[src/cpc_cfg.svh]
`ifndef CPC_CFG_SVH
`define CPC_CFG_SVH
// ****************************************
// register byte offsets
// ****************************************
`define CPC_OFF_SIZE      12'h000
`define CPC_OFF_PORTLIM   12'h004
`define CPC_OFF_URGENT    12'h008
`define CPC_OFF_FEATURES  12'h00C
`define CPC_OFF_CTRL      12'h010
`define CPC_OFF_SETSIZE   12'h014
`define CPC_OFF_DEVMSG    12'h018
`define CPC_OFF_STATUS    12'h01C
`define CPC_OFF_PORTMAP   12'h020
`define CPC_OFF_OPENMAP   12'h024
`define CPC_OFF_READYMAP  12'h028
`define CPC_OFF_DRVMSG    12'h02C
`define CPC_OFF_QUEUES    12'h030
// ****************************************
// feature bits and control fields
// ****************************************
`define CPC_FEAT_SIZE     0
`define CPC_FEAT_MULTI    1
`define CPC_FEAT_URGENT   2
`define CPC_CTRL_LEGACY   0
`define CPC_CTRL_BIGEND   1
`define CPC_RST_FEATURES  32'h0000_0007
`define CPC_RST_COLS      16'h0050
`define CPC_RST_LINES     16'h0018
// ****************************************
// control message event codes
// ****************************************
`define CPC_EV_DRV_READY  16'h0000
`define CPC_EV_ADD        16'h0001
`define CPC_EV_REMOVE     16'h0002
`define CPC_EV_PORT_READY 16'h0003
`define CPC_EV_CONSOLE    16'h0004
`define CPC_EV_RESIZE     16'h0005
`define CPC_EV_OPEN       16'h0006
`define CPC_EV_NAME       16'h0007
`endif

[src/cpc_pkg.sv]
package cpc_pkg;
    // states of the device-to-driver message sender
    typedef enum logic [1:0] {
        SEND_IDLE,
        SEND_HEAD,
        SEND_TAIL
    } cpc_send_e;
    typedef logic [31:0] cpc_word_t;
endpackage

[src/console_port_control.sv]
`include "cpc_cfg.svh"
module console_port_control #(
    parameter int NPORTS = 8
) (
    input  wire logic        clk,
    input  wire logic        reset_n,
    input  wire logic        psel,
    input  wire logic        penable,
    input  wire logic        pwrite,
    input  wire logic [11:0] paddr,
    input  wire logic [31:0] pwdata,
    output logic      [31:0] prdata,
    output logic             pready,
    output logic             pslverr,
    // emergency character sink
    output logic      [7:0]  urgentChar,
    output logic             urgentValid,
    // configuration change notice
    output logic             cfgChange,
    // device-to-driver control message stream (control receive queue)
    output logic      [31:0] ctlRxWord,
    output logic             ctlRxValid,
    input  wire logic        ctlRxReady,
    // driver-to-device control message (control transmit queue)
    input  wire logic [31:0] ctlTxPort,
    input  wire logic [15:0] ctlTxEvent,
    input  wire logic [15:0] ctlTxValue,
    input  wire logic        ctlTxValid,
    output logic             ctlTxReady,
    // queue existence, bit per queue index
    output logic      [2*NPORTS+1:0] queueEnable
);
    // ****************************************
    // reset release
    // ****************************************
    // async assert, release after two edges so every flop leaves reset together
    logic [1:0] rstSync_q;
    always_ff @(posedge clk or negedge reset_n) begin
        if (!reset_n) begin
            rstSync_q <= 2'h0;
        end else begin
            rstSync_q <= {rstSync_q[0], 1'b1};
        end
    end
    wire rstN = rstSync_q[1];

    // ****************************************
    // bus decode
    // ****************************************
    // strobes valid only in the access phase of a transfer
    wire wrEn  = psel & penable & pwrite;
    wire rdEn  = psel & penable & ~pwrite;
    wire hitSize    = (paddr == `CPC_OFF_SIZE);
    wire hitPortLim = (paddr == `CPC_OFF_PORTLIM);
    wire hitUrgent  = (paddr == `CPC_OFF_URGENT);
    wire hitFeat    = (paddr == `CPC_OFF_FEATURES);
    wire hitCtrl    = (paddr == `CPC_OFF_CTRL);
    wire hitSetSize = (paddr == `CPC_OFF_SETSIZE);
    wire hitDevMsg  = (paddr == `CPC_OFF_DEVMSG);
    wire hitStatus  = (paddr == `CPC_OFF_STATUS);
    wire hitPortMap = (paddr == `CPC_OFF_PORTMAP);
    wire hitOpenMap = (paddr == `CPC_OFF_OPENMAP);
    wire hitRdyMap  = (paddr == `CPC_OFF_READYMAP);
    wire hitDrvMsg  = (paddr == `CPC_OFF_DRVMSG);
    wire hitQueues  = (paddr == `CPC_OFF_QUEUES);
    wire anyHit = hitSize | hitPortLim | hitUrgent | hitFeat | hitCtrl | hitSetSize | hitDevMsg
                | hitStatus | hitPortMap | hitOpenMap | hitRdyMap | hitDrvMsg | hitQueues;

    // ****************************************
    // configuration state
    // ****************************************
    logic [31:0] feat_q;
    logic [1:0]  ctrl_q;
    logic [15:0] cols_q;
    logic [15:0] lines_q;
    logic [NPORTS-1:0] portMap_q;
    logic [NPORTS-1:0] openMap_q;
    logic [NPORTS-1:0] readyMap_q;
    logic        drvReady_q;
    logic [31:0] drvMsg_q;
    logic        drvMsgNew_q;
    logic [7:0]  dropCnt_q;
    logic [7:0]  urgentChar_q;
    logic        urgentValid_q;
    logic        cfgChange_q;

    wire featSize  = feat_q[`CPC_FEAT_SIZE];
    wire featMulti = feat_q[`CPC_FEAT_MULTI];
    wire legacy    = ctrl_q[`CPC_CTRL_LEGACY];
    wire bigEnd    = ctrl_q[`CPC_CTRL_BIGEND];

    // ****************************************
    // feature and control registers
    // ****************************************
    // features are masked to the offered set; other written bits are lost
    always_ff @(posedge clk or negedge rstN) begin
        if (!rstN) begin
            feat_q <= `CPC_RST_FEATURES;
            ctrl_q <= 2'h0;
        end else begin
            if (wrEn && hitFeat) feat_q <= pwdata & `CPC_RST_FEATURES;
            if (wrEn && hitCtrl) ctrl_q <= pwdata[1:0];
        end
    end

    // urgent write needs no setup or features; low byte to sink
    always_ff @(posedge clk or negedge rstN) begin
        if (!rstN) begin
            urgentChar_q  <= 8'h00;
            urgentValid_q <= 1'b0;
        end else begin
            urgentValid_q <= wrEn && hitUrgent;
            if (wrEn && hitUrgent) urgentChar_q <= pwdata[7:0];
        end
    end
    assign urgentChar  = urgentChar_q;
    assign urgentValid = urgentValid_q;

    // console size; notice only when size feature negotiated, applies to port 0
    wire sizeWr = wrEn && hitSetSize;
    always_ff @(posedge clk or negedge rstN) begin
        if (!rstN) begin
            cols_q      <= `CPC_RST_COLS;
            lines_q     <= `CPC_RST_LINES;
            cfgChange_q <= 1'b0;
        end else begin
            cfgChange_q <= sizeWr && featSize;
            if (sizeWr) begin
                cols_q  <= pwdata[15:0];
                lines_q <= pwdata[31:16];
            end
        end
    end
    assign cfgChange = cfgChange_q;

    // ****************************************
    // device-to-driver message sender
    // ****************************************
    // message request word from software: [7:0] port, [10:8] event code,
    // [16] open state value; other events carry a zero value
    // resize messages take the console size as a third word, so the driver
    // sees the dimensions that stood when the request was taken
    cpc_pkg::cpc_send_e state_q;
    logic [31:0] sPort_q;
    logic [15:0] sEvent_q;
    logic [15:0] sValue_q;
    logic [31:0] sTail_q;
    logic        sHasTail_q;
    logic        refused_q;

    wire [7:0]  reqPort  = pwdata[7:0];
    wire [15:0] reqEvent = {13'h0000, pwdata[10:8]};
    wire        reqInRange = ({24'h000000, reqPort} < 32'(NPORTS));
    wire        reqExists  = reqInRange && portMap_q[reqPort[$clog2(NPORTS)-1:0]];
    // adds of existing or out-of-range ports and removes of unknown ports refused
    // driver-only events (ready, port ready) are never sent by the device
    wire reqBad = ((reqEvent == `CPC_EV_ADD) && (!reqInRange || reqExists))
                || ((reqEvent != `CPC_EV_ADD) && !reqExists)
                || (reqEvent == `CPC_EV_DRV_READY) || (reqEvent == `CPC_EV_PORT_READY);
    wire sendIdle = (state_q == cpc_pkg::SEND_IDLE);
    wire msgWr    = wrEn && hitDevMsg;
    // control receive queue only when multiport negotiated and driver ready
    wire msgTake  = msgWr && sendIdle && featMulti && drvReady_q && !reqBad;

    wire [31:0] hdWord0, hdWord1;
    cpc_byte_order uOrd0 (
        .legacy  (legacy),
        .bigEnd  (bigEnd),
        .half    (1'b0),
        .inWord  (sPort_q),
        .outWord (hdWord0)
    );
    cpc_byte_order uOrd1 (
        .legacy  (legacy),
        .bigEnd  (bigEnd),
        .half    (1'b1),
        .inWord  (state_q == cpc_pkg::SEND_TAIL ? sTail_q : {sValue_q, sEvent_q}),
        .outWord (hdWord1)
    );

    logic headHalf_q;
    always_ff @(posedge clk or negedge rstN) begin
        if (!rstN) begin
            state_q    <= cpc_pkg::SEND_IDLE;
            sPort_q    <= 32'h0000_0000;
            sEvent_q   <= 16'h0000;
            sValue_q   <= 16'h0000;
            sTail_q    <= 32'h0000_0000;
            sHasTail_q <= 1'b0;
            headHalf_q <= 1'b0;
            refused_q  <= 1'b0;
        end else begin
            if (msgWr) refused_q <= !msgTake;
            case (state_q)
                cpc_pkg::SEND_IDLE: begin
                    headHalf_q <= 1'b0;
                    if (msgTake) begin
                        sPort_q    <= {24'h000000, reqPort};
                        sEvent_q   <= reqEvent;
                        sValue_q   <= (reqEvent == `CPC_EV_OPEN) ? {15'h0000, pwdata[16]} : 16'h0000;
                        sTail_q    <= {lines_q, cols_q};
                        sHasTail_q <= (reqEvent == `CPC_EV_RESIZE);
                        state_q    <= cpc_pkg::SEND_HEAD;
                    end
                end
                cpc_pkg::SEND_HEAD: begin
                    if (ctlRxReady) begin
                        headHalf_q <= ~headHalf_q;
                        if (headHalf_q) begin
                            state_q <= sHasTail_q ? cpc_pkg::SEND_TAIL : cpc_pkg::SEND_IDLE;
                        end
                    end
                end
                cpc_pkg::SEND_TAIL: begin
                    if (ctlRxReady) state_q <= cpc_pkg::SEND_IDLE;
                end
                default: state_q <= cpc_pkg::SEND_IDLE;
            endcase
        end
    end
    // name bytes follow via software-driven stream outside this block
    assign ctlRxValid = !sendIdle;
    assign ctlRxWord  = (state_q == cpc_pkg::SEND_HEAD && !headHalf_q) ? hdWord0 : hdWord1;

    // ****************************************
    // port tracking and driver messages
    // ****************************************
    wire [$clog2(NPORTS)-1:0] sIdx = sPort_q[$clog2(NPORTS)-1:0];
    wire msgDone = (state_q == cpc_pkg::SEND_HEAD) && headHalf_q && ctlRxReady;
    wire txInRange = (ctlTxPort < 32'(NPORTS));
    wire [$clog2(NPORTS)-1:0] tIdx = ctlTxPort[$clog2(NPORTS)-1:0];
    wire txKnown   = txInRange && portMap_q[tIdx];
    wire txIsReady = (ctlTxEvent == `CPC_EV_DRV_READY);
    wire txIsPort  = (ctlTxEvent == `CPC_EV_PORT_READY) || (ctlTxEvent == `CPC_EV_OPEN);
    wire txAccept  = ctlTxValid && featMulti && (txIsReady || (txIsPort && txKnown));
    // driver messages are taken in one cycle, so no back pressure is needed
    assign ctlTxReady = 1'b1;

    always_ff @(posedge clk or negedge rstN) begin
        if (!rstN) begin
            portMap_q   <= '0;
            openMap_q   <= '0;
            readyMap_q  <= '0;
            drvReady_q  <= 1'b0;
            drvMsg_q    <= 32'h0000_0000;
            drvMsgNew_q <= 1'b0;
            dropCnt_q   <= 8'h00;
        end else begin
            if (msgDone && sEvent_q == `CPC_EV_ADD) portMap_q[sIdx] <= 1'b1;
            if (msgDone && sEvent_q == `CPC_EV_REMOVE) begin
                portMap_q[sIdx]  <= 1'b0;
                openMap_q[sIdx]  <= 1'b0;
                readyMap_q[sIdx] <= 1'b0;
            end
            if (txAccept && txIsReady) drvReady_q <= ctlTxValue[0];
            if (txAccept && ctlTxEvent == `CPC_EV_PORT_READY) readyMap_q[tIdx] <= ctlTxValue[0];
            if (txAccept && ctlTxEvent == `CPC_EV_OPEN) openMap_q[tIdx] <= ctlTxValue[0];
            if (ctlTxValid && !txAccept) dropCnt_q <= dropCnt_q + 8'h01;
            // new message wins over software clear in the same cycle
            if (txAccept) begin
                drvMsg_q    <= {ctlTxValue, ctlTxEvent[7:0], ctlTxPort[7:0]};
                drvMsgNew_q <= 1'b1;
            end else if (rdEn && hitDrvMsg) begin
                drvMsgNew_q <= 1'b0;
            end
        end
    end

    // receive/transmit of port 0 always; rest only with multiport
    // enables follow the acknowledged feature word, so they drop when it is cleared
    genvar gq;
    generate
        for (gq = 0; gq < 2 * NPORTS + 2; gq++) begin : gQueue
            if (gq < 2) begin : gBase
                assign queueEnable[gq] = 1'b1;
            end else begin : gMulti
                assign queueEnable[gq] = featMulti;
            end
        end
    endgenerate

    // ****************************************
    // read path
    // ****************************************
    wire [31:0] cfgSize, cfgLim;
    cpc_byte_order uOrdSize (
        .legacy  (legacy),
        .bigEnd  (bigEnd),
        .half    (1'b1),
        .inWord  ({lines_q, cols_q}),
        .outWord (cfgSize)
    );
    cpc_byte_order uOrdLim (
        .legacy  (legacy),
        .bigEnd  (bigEnd),
        .half    (1'b0),
        .inWord  (32'(NPORTS)),
        .outWord (cfgLim)
    );
    wire [31:0] statusWord = {16'h0000, dropCnt_q, 4'h0, refused_q, drvMsgNew_q, drvReady_q, !sendIdle};
    // read mux; unmapped offsets read zero and raise the error response
    wire [31:0] rdMux =
        hitSize    ? cfgSize :
        hitPortLim ? cfgLim :
        hitFeat    ? feat_q :
        hitCtrl    ? {30'h0, ctrl_q} :
        hitSetSize ? {lines_q, cols_q} :
        hitStatus  ? statusWord :
        hitPortMap ? 32'(portMap_q) :
        hitOpenMap ? 32'(openMap_q) :
        hitRdyMap  ? 32'(readyMap_q) :
        hitDrvMsg  ? drvMsg_q :
        hitQueues  ? 32'(queueEnable) : 32'h0000_0000; // urgent field is write only
    assign prdata  = rdEn ? rdMux : 32'h0000_0000;
    // zero wait states: every access completes in its first access cycle
    assign pready  = 1'b1;
    assign pslverr = psel & penable & !anyHit;
endmodule

[src/cpc_byte_order.sv]
// ****************************************
// field byte swap for legacy guest order
// ****************************************
module cpc_byte_order (
    input  wire logic        legacy,
    input  wire logic        bigEnd,
    input  wire logic        half,
    input  wire logic [31:0] inWord,
    output logic      [31:0] outWord
);
    // swap only when legacy mode and the guest is big endian
    wire        doSwap  = legacy & bigEnd;
    wire [31:0] swap32  = {inWord[7:0], inWord[15:8], inWord[23:16], inWord[31:24]};
    wire [31:0] swap16  = {inWord[23:16], inWord[31:24], inWord[7:0], inWord[15:8]};
    assign outWord = !doSwap ? inWord : (half ? swap16 : swap32);
endmodule

[config.mk]
export PLATFORM = sky130hd
export DESIGN_NAME = console_port_control
export DESIGN_NICKNAME = d
export VERILOG_FILES = /design/src/cpc_pkg.sv /design/src/console_port_control.sv /design/src/cpc_byte_order.sv
export VERILOG_INCLUDE_DIRS = /design/src
export SDC_FILE = /design/constraint.sdc
export NUM_CORES = 1
export LEC_CHECK = 0
export BUFFER_PORTS_ARGS = -buffer_cell sky130_fd_sc_hd__buf_2
export CAP_MARGIN = 25
export CORE_MARGIN = 8
export CORE_UTILIZATION = 41
export DETAILED_ROUTE_END_ITERATION = 7
export HOLD_SLACK_MARGIN = 0.12
export PLACE_DENSITY = 0.73
export SYNTH_ARGS = -nofsm -noshare
export SYNTH_HDL_FRONTEND = slang
export SYNTH_SLANG_ARGS = --single-unit
export TNS_END_PERCENT = 50
[constraint.sdc]
create_clock -name clk -period 11.4 [get_ports clk]
set_input_delay 1.71 -clock clk [delete_from_list [all_inputs] [get_ports clk]]
set_output_delay 1.71 -clock clk [all_outputs]
set_load 0.01 [all_outputs]
==> flow_summary_export.csv <==
group,metric,value,unit
floorplanning,fp.dieH,167.3,um
power_and_ir_drop,p_int,947.4,uW
critical_path,cp_common_cell,"buf_2",
route,first_pass_iters,5,
critical_path,critical_path_class,"in -> out",
yosys,synthArstFlopShare,1.000,
flow_run,max-cap-violations,0,
yosys,ys_seq_area_frac,0.4382,
clock_network,htree_levels,4,
clock_network,clkLatencyLatePin,0.45,ns
power_and_ir_drop,p_seq_frac,0.472,
global_routing,antenna_found_initial,4,
clock_network,cts-resized-gates,0,
clock_network,tritoncts,"done",
route,drc,0,
power_and_ir_drop,pwr-share-clk,0.455,
route,wl,31390,um
final_layout,finalNetCount,1247,
sta,fin_crit_sh,0.5490,
critical_path,worst_setup_path_end_kind,"output port",
critical_path,worstPathArrival,4.55,ns
placement,gp_congestion,0.9352,
critical_path,cp_data_required_time,9.69,ns
placement,dp.cells,1396,
floorplanning,coreArea,22570,um2
critical_path,critPathMaxStageDelay,0.62,ns
clock_network,post_cts_buffers,0,
final_layout,drive_gt1_frac,0.3348,
route,postRouteAntennaNets,0,
route,vias,8584,
sta,tns,0,ns
clock_network,clock-sinks,164,
floorplanning,io_pins,211,
route,wl_per_cell,21.95,um
yosys,synth_top_area_cell,"dfrtp_1",
global_routing,grt_pass1_wl,48850,um
sta,post-route-min-period,6.259,ns
critical_path,crit_chain,"buf_2, nor4_4, nand3_1, nor4_1, nand2_1, nor2_1, a221o_1, buf_2",
floorplanning,rows,55,
critical_path,crit_path_start,"paddr[9]",
power_and_ir_drop,ir_drop,78.39,uV
power_and_ir_drop,switching_power,346.1,uW
clock_network,path_clk_slew,0.07,ns
final_layout,final_util,0.4924,
clock_network,hold_buffers,0,
placement,portBuffers,206,
outcome,status,"finished, final reports clean",
final_layout,final_cells,1430,
critical_path,worstPathMaxFanout,15,
route,drtIter0Drc,991,
yosys,synth_top_area_frac,0.4186,
global_routing,first_global_vias,8545,
route,viasPerCell,6.003,
sta,setup_violations,0,
sta,tightest_slew,1.139,ns
sta,drv_slew,0,
sta,slew-limit-headroom,0.2303,
floorplanning,dieArea,27990,um2
yosys,syn_avg_cell_area,9.716,um2
sta,max_freq,0.1598,GHz
yosys,synth.distinct_cells,70,
yosys,synthCells,966,
final_layout,syn_to_final_growth,18.42,%
yosys,syn_area,9385,um2
sta,hold_violations,0,
power_and_ir_drop,cellPowerDensity,116.4,nW/um2
yosys,synth_ff_type,"dfrtp_1",
critical_path,r2r_start,"portMap_q[7]",
floorplanning,start_util,0.4158,
power_and_ir_drop,swShare,0.2676,
power_and_ir_drop,combPwrFrac,0.073,
critical_path,cp-start-kind,"input port",
critical_path,critPathSlowestCell,"nor4_1",
global_routing,grt_max_degree,84,
sta,rsz0062_at_grt,"no",
yosys,synth_edf_count,0,
clock_network,cts_buffers,17,
floorplanning,die_w,167.3,um
placement,dp_hpwl,23730,um
sta,hold_slack,0.1991,ns
clock_network,cts-root-buf,"clkbuf_16",
yosys,synth_warnings,0,
power_and_ir_drop,cellLeakagePower,0.005076,uW
hold_path,hold_path.class,"reg -> async",
global_routing,grt_usage,0.2203,
sta,skew,0.01005,ns
yosys,yosys-top-cells-area,"dfrtp_1 42%, mux2_2 13%, nand2_1 5.1%, a21oi_1 3.3%, o21ai_0 3.1%",
global_routing,overflow,0,
yosys,synth_seq_cells,164,
clock_network,clockBufferDepth,2,
-- logic make-up after synthesis --
group	after synthesis	share of synthesized area
flops	164	0.4382
xor+xnor	8	0.007466
fa+ha+maj	1	0.001333
compound gates	232	0.1584
simple gates	336	0.1789
buf+inv	84	0.04773
other cells	1	0.0003996
mux	140	0.1676
-- cells in the final DEF (no fill, tap or decap), drive strengths merged, types with 5 or more instances in the layout --
cell type  instances
nand3             17
nor2              66
nor2b             12
nor4              25
o211ai            10
dfrtp            157
a21oi             62
nor3              13
a31oi              9
a22oi             14
o22ai             10
mux2             111
clkbuf            17
a221oi            25
dfstp              7
buf              218
mux2i             27
nand2b             7
clkinv             6
and2              17
a211oi             6
nand4             19
conb               5
nand2            127
nor4b              7
xnor2              7
inv               16
o21ai             65
-- routing by layer --
metal / part of all wire / GRT usage / up-vias
met5: 0.00099 / 0 / -
met1: 0.42 / 0.2852 / 4238
met2: 0.47 / 0.3505 / 408
met4: 0.023 / 0.07104 / 6
li1: - / - / 3875
met3: 0.091 / 0.06254 / 57
-- critical path, delay by kind of cell --
family / cells / cell delay, ns
AOI/OAI and AO/OA: 1 / 0.23
buffers and inverters: 2 / 0.25
and+or+nand+nor: 5 / 2.35
-- path summary, 6_finish.rpt --
kind | slack (ns) | cells past startpoint | to
setup / recovery | 5.14 | 8 | prdata[6]
hold / removal | 0.20 | 0 | drvMsg_q[21]
setup reg to reg | 8.52 | 6 | sTail_q[14]
hold reg to reg | 0.20 | 0 | drvMsg_q[21]
max in group asynchronous | 10.24 | 2 | lines_q[3]
min in group clk | 0.35 | 0 | rstSync_q[1]
-- Yosys cell counts (all sizes together), types with 14 or more instances --
library cell,number
dfrtp,157
nand2,127
mux2,111
nor2,66
o21ai,65
a21oi,62
buf,41
clkbuf,35
mux2i,27
a221oi,25
nor4,25
nand4,19
and2,17
nand3,17
a22oi,14
-- power by group through the flow --
| stage | Sequential [uW] | Combinational [uW] | Clock [uW] |
|---|---|---|---|
| 3_3_place_gp | 626 | 86.1 | 0 |
| 4_1_cts | 610 | 93.9 | 594 |
| 2_1_floorplan | 623 | 45.0 | 0 |
| 6_report | 610 | 95.1 | 588 |
| 5_1_grt | 611 | 104 | 621 |
| 3_5_place_dp | 621 | 93.3 | 0 |
-- state kept, by name, indices dropped and copies added (netlist names), 2 cells and up, named ones only --
register,cells
drvMsg_q,32
sTail_q,32
cols_q,16
lines_q,16
dropCnt_q,8
openMap_q,8
readyMap_q,8
sPort_q,8
urgentChar,8
feat_q,3
sEvent_q,3
ctrl_q,2
rstSync_q,2
state_q,2
-- final cells by class --
type,count,area (um2)
antenna,1,2.502
fill,2110,11460
timing repair buffer,218,1161
inverter,8,30.03
clock buffer,17,425.4
clock inverter,15,182.7
multi-input combinational,722,4840
tap,285,356.6
sequential,164,4116
-- per-stage QoR --
stage / setup slack, ns / area (um2) / power [uW]
finish: 5.141 / 11110 / 1294
global route: 4.963 / 11110 / 1337
CTS: 5.260 / 11080 / 1298
detailed placement: 5.263 / 10480 / 714.6
global placement: 5.394 / 10450 / 711.6
floorplan: 6.287 / 9400 / 667.5
Power figures use the tool's default switching activity.
